--- src/rtl/thermo_pkg.sv ---
// Package for the cold-junction, raw sample and status register block.
// Assumes a 100 MHz system clock and a byte-wide register port with pointer addressing.
package thermo_pkg;

   // Register pointers.
   localparam logic [7:0] PTR_COLD = 8'h02;
   localparam logic [7:0] PTR_RAW = 8'h03;
   localparam logic [7:0] PTR_STATUS = 8'h04;
   localparam logic [7:0] PTR_DEVCFG = 8'h06;

   // Reset values.
   localparam logic [15:0] COLD_RST = 16'h0000;
   localparam logic [23:0] RAW_RST = 24'h000000;
   localparam logic [7:0] STATUS_RST = 8'h00;
   localparam logic [7:0] DEVCFG_RST = 8'h00;

   // Resolution, mode and limit field codes.
   localparam logic [1:0] ADC_18 = 2'h0;
   localparam logic [1:0] ADC_16 = 2'h1;
   localparam logic [1:0] ADC_14 = 2'h2;
   localparam logic [1:0] ADC_12 = 2'h3;
   localparam logic [1:0] MODE_NORMAL = 2'h0;
   localparam logic [1:0] MODE_SHDN = 2'h1;
   localparam logic [1:0] MODE_BURST = 2'h2;
   localparam logic [15:0] LIMIT_MASK = 16'hfffc;

   // Conversion times in milliseconds and their cycle counts.
   localparam int unsigned CYC_PER_MS = 100_000;
   localparam int unsigned CJ_FINE_MS = 250;
   localparam int unsigned CJ_COARSE_MS = 63;
   localparam int unsigned ADC18_MS = 320;
   localparam int unsigned ADC16_MS = 80;
   localparam int unsigned ADC14_MS = 20;
   localparam int unsigned ADC12_MS = 5;
   localparam int unsigned CJ_FINE_CYC = CJ_FINE_MS * CYC_PER_MS;
   localparam int unsigned CJ_COARSE_CYC = CJ_COARSE_MS * CYC_PER_MS;
   localparam int unsigned ADC18_CYC = ADC18_MS * CYC_PER_MS;
   localparam int unsigned ADC16_CYC = ADC16_MS * CYC_PER_MS;
   localparam int unsigned ADC14_CYC = ADC14_MS * CYC_PER_MS;
   localparam int unsigned ADC12_CYC = ADC12_MS * CYC_PER_MS;
   localparam int unsigned TMR_W = 26;

   // Device configuration byte, bit 7 down to bit 0.
   typedef struct packed {
      logic cj_coarse;
      logic [1:0] adc_res;
      logic [2:0] burst_code;
      logic [1:0] mode;
   } dev_cfg_t;

   // Status byte, bit 7 down to bit 0.
   typedef struct packed {
      logic burst_done;
      logic conversion_done_flag;
      logic unused;
      logic range;
      logic [3:0] alert;
   } status_t;

   typedef enum logic [2:0] {
      ST_RUN = 3'b001,
      ST_BURST = 3'b010,
      ST_HALT = 3'b100
   } run_state_t;

endpackage : thermo_pkg

--- src/rtl/thermo_result_regs.sv ---
// Cold-junction result, raw sample and status registers of a thermocouple converter.
// Assumes the front end delivers readings and the range level on this same clock, and a
// serial slave drives the pointer, read and write strobes of the register port.
//
// Behaviour
// RULE_01: Cold-junction result is 16-bit, read-only and double-buffered against readout.
// RULE_02: Cold-junction resolution is either 0.0625 or 0.25 degrees per bit.
// RULE_03: Cold-junction result updates every 250 ms fine or 63 ms coarse.
// RULE_04: Coarse cold-junction resolution keeps the two lowest result bits at zero.
// RULE_05: Top four bits repeat the sign; twelve low bits are two's complement.
// RULE_06: Host computes upper times 16 plus lower over 16, minus 4096 if negative.
// RULE_07: An 18-bit converter sample lands in the raw sample register.
// RULE_08: Raw sample register is 24 bits, read-only, sign extended above the data.
// RULE_09: Sample times are 320, 80, 20 and 5 ms for 18, 16, 14, 12 bits.
// RULE_10: Reduced resolution zeroes two, four or six lowest raw bits.
// RULE_11: Burst-complete flag, status bit 7, sets after a burst; software clears it.
// RULE_12: Update flag, status bit 6, sets per conversion; software clears it.
// RULE_13: Status bit 4 shows the input or hot result is out of range.
// RULE_14: While out of range, conversion is skipped and results hold their values; the code holds the cold result but still updates the raw sample.
// RULE_15: Status bits 3 to 0 show selected temperature above each alert limit.
// RULE_16: Configuration bit 7 picks cold-junction resolution from the next cycle.
// RULE_17: Configuration bits 6 to 5 pick 18, 16, 14 or 12-bit sampling.
// RULE_18: Burst mode takes 1 to 128 samples, then shuts down.
// RULE_19: A multi-byte read returns bytes from one snapshot.
`timescale 1ns/1ps
module thermo_result_regs #(
   parameter int unsigned CJ_FINE_CYC = thermo_pkg::CJ_FINE_CYC,
   parameter int unsigned CJ_COARSE_CYC = thermo_pkg::CJ_COARSE_CYC,
   parameter int unsigned ADC18_CYC = thermo_pkg::ADC18_CYC,
   parameter int unsigned ADC16_CYC = thermo_pkg::ADC16_CYC,
   parameter int unsigned ADC14_CYC = thermo_pkg::ADC14_CYC,
   parameter int unsigned ADC12_CYC = thermo_pkg::ADC12_CYC
) (
   input wire logic clk_sys,
   input wire logic arst_n,
   input wire logic [11:0] cj_sample,
   input wire logic [17:0] adc_sample,
   input wire logic range_fault,
   input wire logic [15:0] hot_junction_result,
   input wire logic [3:0][15:0] alert_limits,
   input wire logic [3:0] alert_use_cold,
   input wire logic [7:0] reg_ptr,
   input wire logic rd_start,
   input wire logic rd_next,
   input wire logic wr_en,
   input wire logic [7:0] wr_data,
   output logic [7:0] rd_data,
   output logic shutdown_active
);

   localparam int TW = thermo_pkg::TMR_W;

   // Sample period for an ADC resolution code.
   function automatic logic [TW-1:0] adc_period(input logic [1:0] res);
      case (res)
         thermo_pkg::ADC_18: adc_period = TW'(ADC18_CYC - 1);
         thermo_pkg::ADC_16: adc_period = TW'(ADC16_CYC - 1);
         thermo_pkg::ADC_14: adc_period = TW'(ADC14_CYC - 1);
         default: adc_period = TW'(ADC12_CYC - 1);
      endcase
   endfunction : adc_period

   // Sign extends an 18-bit sample and clears the bits below the resolution.
   function automatic logic [23:0] raw_format(input logic [17:0] s, input logic [1:0] res);
      logic [23:0] v;
      v = {{6{s[17]}}, s};
      case (res)
         thermo_pkg::ADC_16: v[1:0] = 2'h0;
         thermo_pkg::ADC_14: v[3:0] = 4'h0;
         thermo_pkg::ADC_12: v[5:0] = 6'h00;
         default: v = v;
      endcase
      raw_format = v;
   endfunction : raw_format

   thermo_pkg::run_state_t state_r, state_nxt;
   thermo_pkg::dev_cfg_t cfg_r, cfg_nxt;
   thermo_pkg::status_t sts_r, sts_nxt;
   logic [TW-1:0] cj_cnt_r, cj_cnt_nxt, adc_cnt_r, adc_cnt_nxt;
   logic cj_act_r, cj_act_nxt;
   logic [1:0] adc_act_r, adc_act_nxt;
   logic [7:0] burst_cnt_r, burst_cnt_nxt;
   logic [15:0] cj_r, cj_nxt;
   logic [23:0] raw_r, raw_nxt;
   logic [23:0] snap_r, snap_nxt;
   logic [7:0] rd_data_r, rd_data_nxt;
   logic cj_tick, adc_tick, burst_last;
   logic [15:0] cj_new;

   assign cj_tick = (cj_cnt_r == '0) && (state_r != thermo_pkg::ST_HALT);
   assign adc_tick = (adc_cnt_r == '0) && (state_r != thermo_pkg::ST_HALT);
   assign burst_last = burst_cnt_r == ((8'h01 << cfg_r.burst_code) - 8'h01); // RULE_18
   assign cj_new = {{4{cj_sample[11]}}, cj_sample[11:2], cj_act_r ? 2'h0 : cj_sample[1:0]}; // RULE_04 RULE_05

   // Measurement timing, mode sequencing, results and status. A resolution change is
   // picked up only when a period reloads, so it never cuts a running conversion short; shutdown zeroes the counters and does.
   always_comb begin
      state_nxt = state_r;
      cfg_nxt = cfg_r;
      cj_cnt_nxt = cj_cnt_r - 1'b1;
      adc_cnt_nxt = adc_cnt_r - 1'b1;
      cj_act_nxt = cj_act_r;
      adc_act_nxt = adc_act_r;
      burst_cnt_nxt = burst_cnt_r;
      cj_nxt = cj_r;
      raw_nxt = raw_r;
      sts_nxt = sts_r;
      if (cj_tick) begin
         cj_act_nxt = cfg_r.cj_coarse; // RULE_16 RULE_02
         cj_cnt_nxt = cfg_r.cj_coarse ? TW'(CJ_COARSE_CYC - 1) : TW'(CJ_FINE_CYC - 1); // RULE_03
         if (!range_fault) begin
            cj_nxt = cj_new; // RULE_01 RULE_14
         end
      end
      if (adc_tick) begin
         adc_act_nxt = cfg_r.adc_res; // RULE_17
         adc_cnt_nxt = adc_period(cfg_r.adc_res); // RULE_09
         raw_nxt = raw_format(adc_sample, adc_act_r); // RULE_07 RULE_08 RULE_10
         burst_cnt_nxt = burst_cnt_r + 8'h01;
      end
      if (state_r == thermo_pkg::ST_HALT) begin
         cj_cnt_nxt = '0;
         adc_cnt_nxt = '0;
      end
      // Software clears the event flags by writing zero; a same-cycle event wins.
      if (wr_en && reg_ptr == thermo_pkg::PTR_STATUS) begin
         sts_nxt.burst_done = sts_r.burst_done & wr_data[7];
         sts_nxt.conversion_done_flag = sts_r.conversion_done_flag & wr_data[6];
      end
      if (adc_tick && !range_fault) begin
         sts_nxt.conversion_done_flag = 1'b1; // RULE_12
      end
      case (state_r)
         thermo_pkg::ST_BURST: begin
            if (adc_tick && burst_last) begin
               state_nxt = thermo_pkg::ST_HALT; // RULE_18
               sts_nxt.burst_done = 1'b1; // RULE_11
            end
         end
         thermo_pkg::ST_RUN, thermo_pkg::ST_HALT: begin
            state_nxt = state_r;
         end
         default: state_nxt = thermo_pkg::ST_HALT;
      endcase
      // A configuration write restarts sequencing; code 11 leaves the mode alone.
      if (wr_en && reg_ptr == thermo_pkg::PTR_DEVCFG) begin
         cfg_nxt = wr_data;
         burst_cnt_nxt = 8'h00;
         case (wr_data[1:0])
            thermo_pkg::MODE_NORMAL: state_nxt = thermo_pkg::ST_RUN;
            thermo_pkg::MODE_SHDN: state_nxt = thermo_pkg::ST_HALT;
            thermo_pkg::MODE_BURST: state_nxt = thermo_pkg::ST_BURST; // RULE_18
            default: state_nxt = state_r;
         endcase
      end
      sts_nxt.unused = 1'b0;
      sts_nxt.range = range_fault; // RULE_13
      for (int i = 0; i < 4; i++) begin
         sts_nxt.alert[i] = $signed(alert_use_cold[i] ? cj_r : hot_junction_result)
            > $signed(alert_limits[i] & thermo_pkg::LIMIT_MASK); // RULE_15
      end
   end

   always_ff @(posedge clk_sys or negedge arst_n) begin
      if (!arst_n) begin
         state_r <= thermo_pkg::ST_RUN;
         cfg_r <= thermo_pkg::DEVCFG_RST;
         cj_cnt_r <= '0;
         adc_cnt_r <= '0;
         cj_act_r <= 1'b0;
         adc_act_r <= thermo_pkg::ADC_18;
         burst_cnt_r <= 8'h00;
         cj_r <= thermo_pkg::COLD_RST;
         raw_r <= thermo_pkg::RAW_RST;
         sts_r <= thermo_pkg::STATUS_RST;
      end else begin
         state_r <= state_nxt;
         cfg_r <= cfg_nxt;
         cj_cnt_r <= cj_cnt_nxt;
         adc_cnt_r <= adc_cnt_nxt;
         cj_act_r <= cj_act_nxt;
         adc_act_r <= adc_act_nxt;
         burst_cnt_r <= burst_cnt_nxt;
         cj_r <= cj_nxt;
         raw_r <= raw_nxt;
         sts_r <= sts_nxt;
      end
   end

   // Read port. The snapshot is the second buffer: conversions may overwrite the live
   // registers mid-read without tearing the bytes already on their way out.
   always_comb begin
      snap_nxt = snap_r;
      rd_data_nxt = rd_data_r;
      if (rd_start) begin
         case (reg_ptr)
            thermo_pkg::PTR_COLD: snap_nxt = {cj_r, 8'h00}; // RULE_19 RULE_01
            thermo_pkg::PTR_RAW: snap_nxt = raw_r; // RULE_19
            thermo_pkg::PTR_STATUS: snap_nxt = {sts_r, 16'h0000};
            thermo_pkg::PTR_DEVCFG: snap_nxt = {cfg_r, 16'h0000};
            default: snap_nxt = 24'h000000;
         endcase
         rd_data_nxt = snap_nxt[23:16];
         snap_nxt = {snap_nxt[15:0], 8'h00};
      end else if (rd_next) begin
         rd_data_nxt = snap_r[23:16];
         snap_nxt = {snap_r[15:0], 8'h00};
      end
   end

   always_ff @(posedge clk_sys or negedge arst_n) begin
      if (!arst_n) begin
         snap_r <= 24'h000000;
         rd_data_r <= 8'h00;
      end else begin
         snap_r <= snap_nxt;
         rd_data_r <= rd_data_nxt;
      end
   end

   assign rd_data = rd_data_r;
   assign shutdown_active = state_r[2];
endmodule : thermo_result_regs

--- config.mk ---
export PLATFORM = sky130hd
export DESIGN_NAME = thermo_result_regs
export DESIGN_NICKNAME = d
export VERILOG_FILES = /design/src/rtl/thermo_pkg.sv /design/src/rtl/thermo_result_regs.sv
export SDC_FILE = /design/constraint.sdc
export NUM_CORES = 1
export LEC_CHECK = 0
export ABC_AREA = 1
export BUFFER_PORTS_ARGS = -buffer_cell sky130_fd_sc_hd__buf_4
export CAP_MARGIN = 20
export CORE_ASPECT_RATIO = 1.4
export CORE_MARGIN = 4
export CORE_UTILIZATION = 25
export CTS_CLUSTER_SIZE = 25
export DETAILED_ROUTE_END_ITERATION = 7
export GPL_TIMING_DRIVEN = 0
export HOLD_SLACK_MARGIN = 0.03
export MAX_ROUTING_LAYER = met4
export REMOVE_ABC_BUFFERS = 1
export SETUP_SLACK_MARGIN = 0.3
export SYNTH_ARGS = -nofsm -noshare
export SYNTH_HDL_FRONTEND = slang
export SYNTH_SLANG_ARGS = --single-unit
--- constraint.sdc ---
create_clock -name clk_sys -period 1.8 [get_ports clk_sys]
set_input_delay 0.36 -clock clk_sys [delete_from_list [all_inputs] [get_ports clk_sys]]
set_output_delay 0.36 -clock clk_sys [all_outputs]
set_load 0.005 [all_outputs]
### After elaboration in Yosys (flattened, before gate mapping)

Index checks and enable logic that the tools add are counted.

* add/subtract/negate cells: 4
* magnitude comparators: 4
* equal/unequal tests: 19
* shifts and indexed selects: 1
* muxes and demuxes: 29
* bitwise gates (word level): 3
* reductions and logical operators: 19

Operators with widths (count)
* $mux 26: 4
* $pmux 24 s4: 1
* $pmux 25 s3: 1
* $gt 16x16->1: 4
* $mux 16: 4
* $logic_not 26->1: 2
* $sub 26x1->26 const B: 2
* $mux 24: 2
* $mux 8: 4
* $mux 25: 1
* $eq 8x2->1 const B: 2
* $eq 8x3->1 const B: 2
* $mux 2: 5
* $pmux 3 s3: 1
* $add 8x1->8 const B: 1
* $eq 2x2->1 const B: 4
* $eq 8x8->1: 1
* $shl 1x3->8 const A: 1
* $sub 8x1->8 const B: 1
* $eq 2x1->1 const B: 3
* $logic_and 1x1->1: 6
* $mux 3: 2
* $ne 3x3->1 const B: 2
* $pmux 3 s2: 1
* other kinds (15): 22

* bits in registers: 143
* bits of input ports: 136
* output and inout port bits: 9
* logic and storage cells: 97

### Longest topological paths before layout

* word-level depth: 7
* depth in mapped cells: 14
* mapped depth without buffers: 12

### Worst setup path before layout

No wires, ideal clock.

* path kind: input port to flip-flop
* from: in alert_use_cold[3]
* to: reg sts_r[3] (netlist name)
* library setup time: 120 ps
* arrival: 1965 ps
* required time: 1680 ps
* path slack: -285 ps
* stages on the path: 9
* buffers on the path: 2
* cells stage by stage: clkbuf_1 > clkbuf_1 > o21ai_0 > ha_1 > a21oi_1 > nor2_1 > or3b_2 > o21ai_0 > nor2_1

RTL lines
* start: declaration: RTL line thermo_result_regs.sv:41 `input wire logic [3:0] alert_use_cold,`
* end signal: assignment: RTL line thermo_result_regs.sv:175 `sts_r <= thermo_pkg::STATUS_RST;`
* end signal: assignment: RTL line thermo_result_regs.sv:186 `sts_r <= sts_nxt;`
* end: declaration: RTL line thermo_result_regs.sv:78 `thermo_pkg::status_t sts_r, sts_nxt;`

### Worst setup path after layout

* from: reg adc_cnt_r[19]
* to: reg burst_cnt_r[4]

* longest elaborated chain between the ends: 3

RTL lines
* start: declaration: RTL line thermo_result_regs.sv:79 `logic [TW-1:0] cj_cnt_r, cj_cnt_nxt, adc_cnt_r, adc_cnt_nxt;`
* start signal: assignment: RTL line thermo_result_regs.sv:180 `adc_cnt_r <= adc_cnt_nxt;`
* $logic_not 26->1: RTL line thermo_result_regs.sv:91 `assign adc_tick = (adc_cnt_r == '0) && (state_r != thermo_pkg::ST_HALT);`
* $logic_and 1x1->1: RTL line thermo_result_regs.sv:91
* $reduce_bool 2->1 (no source line)
* end signal: assignment: RTL line thermo_result_regs.sv:183 `burst_cnt_r <= burst_cnt_nxt;`
* end: declaration: RTL line thermo_result_regs.sv:82 `logic [7:0] burst_cnt_r, burst_cnt_nxt;`

No other way between the ends.
A chain may end at the register's enable or synchronous reset.

==> run_results.csv <==
group,metric,value,unit
route,antenna_left,0,
pwr,p_leak,6.571,nW
yosys,post-synth-top-area-cell,"dfrtp_1",
floorplan,die_area,0.03922,mm²
floorplan,core,0.03570,mm²
placement,place_congestion,0.9223,
yosys,synth-edff-count,0,
yosys,ys_types,44,
timing,final-hold-violation-count,0,
yosys,synth_mux_area_share,0,%
critical_path,timing.critical_path.fanout_max,6,
timing,layout_worst_path_cycle_share,104.8,%
yosys,synth-compound-area-share,12.61,%
timing,worstMarginPinSlew,0.7791,ns
yosys,yosys_warnings,0,
yosys,synth_top_family_by_area,"simple AND/OR/NAND/NOR gates",
timing,finalHoldWorstSlack,0.09649,ns
floorplan,die_h,232.7,µm
pwr,max-vdd-ir-drop,0.6735,mV
timing,fin_max_slew_vios,0,
grt,grt_pass1_vias,9713,
yosys,synth-simple-area-share,27.69,%
yosys,post_synth_inst_count,1223,
critical_path,worst_path_max_delay_cell,"dfrtp_1",
timing,number_of_endpoints_failing_setup_at_the_final_stage,42,
route,firstDrtPassIters,5,
route,drt_iter0_markers,536,
grt,grt.total_usage,16.71,%
final_layout,stdcell_count,1951,
critical_path,worst_setup_path_end_kind,"flip-flop",
grt,grt_antenna_before_repair,0,
critical_path,worst-endpoint-required,2.11,ns
route,wire_per_inst,16.98,µm
route,routed_via_count,9363,
yosys,post_syn_area_per_cell,7.374,µm²
clock_network,clk_latency,0.43,ns
run_status,run_status,"finished with violations",
grt,grt_overflow,0,
yosys,synth-xor-area-share,4.176,%
clock_network,tritoncts,"built",
placement,placedCellCount,1782,
critical_path,cpPeakStageDelay,0.40,ns
clock_network,h-tree-depth,4,
timing,smallest_setup_slack_after_layout,-0.08578,ns
timing,worst_clock_skew,0.01098,ns
yosys,synth_area,0.009019,mm²
min_path,hold_path_depth,1,
route,wirelength,33120,µm
pwr,totalPowerFinal,21.60,mW
final_layout,layout-drive-gt1-share,39.02,%
floorplan,floorplan.io_pins,145,
pwr,power_density_cells,1577,mW/mm²
yosys,synth_top_cells_by_area,"dfrtp_1, nand2_1, ha_1, o21ai_0, inv_1",
clock_network,ctsRootBufferMaster,"clkbuf_16",
grt,largest_net_degree_at_the_start_of_global_routing,85,
placement,buffer_ports.inserted,136,
floorplan,floorplan.initialDensity,25.26,%
clock_network,clk_pin_slew,0.06,ns
floorplan,row_count,82,
critical_path,crit_path_start_kind,"flip-flop",
timing,worst_slew_margin_rel,48.00,%
final_layout,area_overhead_of_the_layout_relative_to_synthesis,51.86,%
timing,unrepaired_setup_endpoints_after_global_routing,"yes",
min_path,min_path_type,"in2reg",
final_layout,nets_finish,1681,
yosys,ys_seq_elements,135,
placement,dp_hpwl,21070,µm
final_layout,layout.cells.most_common_list,"buf_4, nand2_1, inv_1, dfrtp_1, o21ai_0",
final_layout,layout.cells.most_common,"buf_4",
timing,maxClockFrequency,530.3,MHz
clock_network,clock_tree.buffer_depth,2,
yosys,yosys_most_used_dff,"dfrtp_1",
critical_path,r2r_slack,-0.09,ns
route,mean_number_of_vias_per_cell,4.799,
critical_path,critPathKind,"reg2reg",
final_layout,antenna_cells,0,
critical_path,arrival,2.20,ns
yosys,post_synth_fa_ha_maj_area_fraction,9.573,%
yosys,synth_seq_area_share,37.47,%
yosys,synth_async_sr_flop_share,100.0,%
job,timing.max_cap.violations,0,
clock_network,cts_made_buffers,17,
yosys,share_of_yosys_cell_area_claimed_by_the_top_area_cell_type,37.18,%
timing,time_the_worst_path_needs_with_i_o_delays_and_setup,1.886,ns
grt,grt_first_pass_wirelength,50410,µm
route,drc_errors,0,
run_status,violations_in_the_final_reports,"negative setup slack",
critical_path,critical_path.cell_chain,"nor2_1, nand2_1, nor2_4, nand3_4, nor2_4, buf_12, buf_8, nand2_4, nor2_4, nand2_1, nand2_1, a21oi_1",
floorplan,chipWidth,168.5,µm
clock_network,cts_sinks,135,
critical_path,worstRegToRegCells,12,
[critical path, delay by kind of cell (launching register included)]
family          cells  cell delay [ns]
buf+inv             2             0.27
simple gates        9             1.04
flops               1             0.40
compound gates      1             0.04
[metal layers]
metal,vias up,share of wire (%),global-route usage [%]
met5,-,0,-
li1,4493,-,-
met1,4436,37,17.56
met3,108,5.1,2.974
met4,0,5.5,8.830
met2,326,52,29.78
[state kept, by name, indices dropped and copies added (netlist names)]
name         count
adc_cnt_r       26
cj_cnt_r        26
raw_r           18
snap_r          16
cj_r            12
burst_cnt_r      8
cfg_r            8
rd_data          8
sts_r            7
state_r          3
adc_act_r        2
cj_act_r         1
[logic make-up (layout without fill, tap and decap cells)]
| group | after synthesis | count (layout) |
|---|---|---|
| adders and majority gates | 69 | 69 |
| xor gates and xnor gates | 43 | 43 |
| AOI/OAI and AO/OA | 217 | 217 |
| and+or+nand+nor | 572 | 576 |
| DFF | 135 | 135 |
| buffers and inverters | 187 | 449 |
[area by class of cell]
class	instances	area (µm²)
Clock inverter	12	198.9
Tap cell	462	578.1
Timing Repair inverter	5	60.06
Timing Repair Buffer	265	2344
Fill cell	3485	22010
Sequential cell	135	3397
Inverter	147	588.1
Clock buffer	20	456.7
Multi-Input combinational cell	905	6073
[cell usage after synthesis (9+ instances only)]
library cell,count
a21oi_1,59
nor3_1,21
buf_2,9
xnor2_1,13
nand2_1,278
ha_1,69
xor2_1,30
nand4_1,14
nand3_1,84
inv_1,144
nor2_2,9
o21ai_0,133
clkbuf_1,24
nor2_1,137
dfrtp_1,134
[power by group]
part | total, mW | switching [mW] | internal [mW]
clock network | 3.91 | 1.38 | 2.53
logic | 12.6 | 7.03 | 5.54
registers | 5.12 | 1.07 | 4.05
[metrics by stage]
stage                     cell area [µm²]  setup slack, ns  TNS (ns)  utilization (%)
final                               13700         -0.08578    -2.001            38.36
after global routing                13700          -0.2014    -6.574            38.36
after CTS                           13000         -0.02984  -0.05744            36.41
after detailed placement            10440           -1.680    -96.97            29.24
after global placement              10410           -1.640   -120.88            29.15
after floorplan                      8808          -0.4403    -16.38                -
[final timing paths]
path,start,endpoint
hold / removal,range_fault,sts_r[4]
max in group asynchronous,arst_n,state_r[0]
setup / recovery,adc_cnt_r[19],burst_cnt_r[4]
min in group asynchronous,arst_n,snap_r[22]
hold reg to reg,snap_r[21],snap_r[21]
setup reg to reg,adc_cnt_r[19],burst_cnt_r[4]
[timing repair]
action                                 4_1_cts  5_1_grt
buffers inserted                            96       31
hold buffers                                 1        0
pin swaps                                   96       82
endpoints found under the hold margin       51        0
setup endpoints to repair                  132      120
gates cloned                                 8        1
resized for setup                          319      113
(Power assumes the default switching activity.)
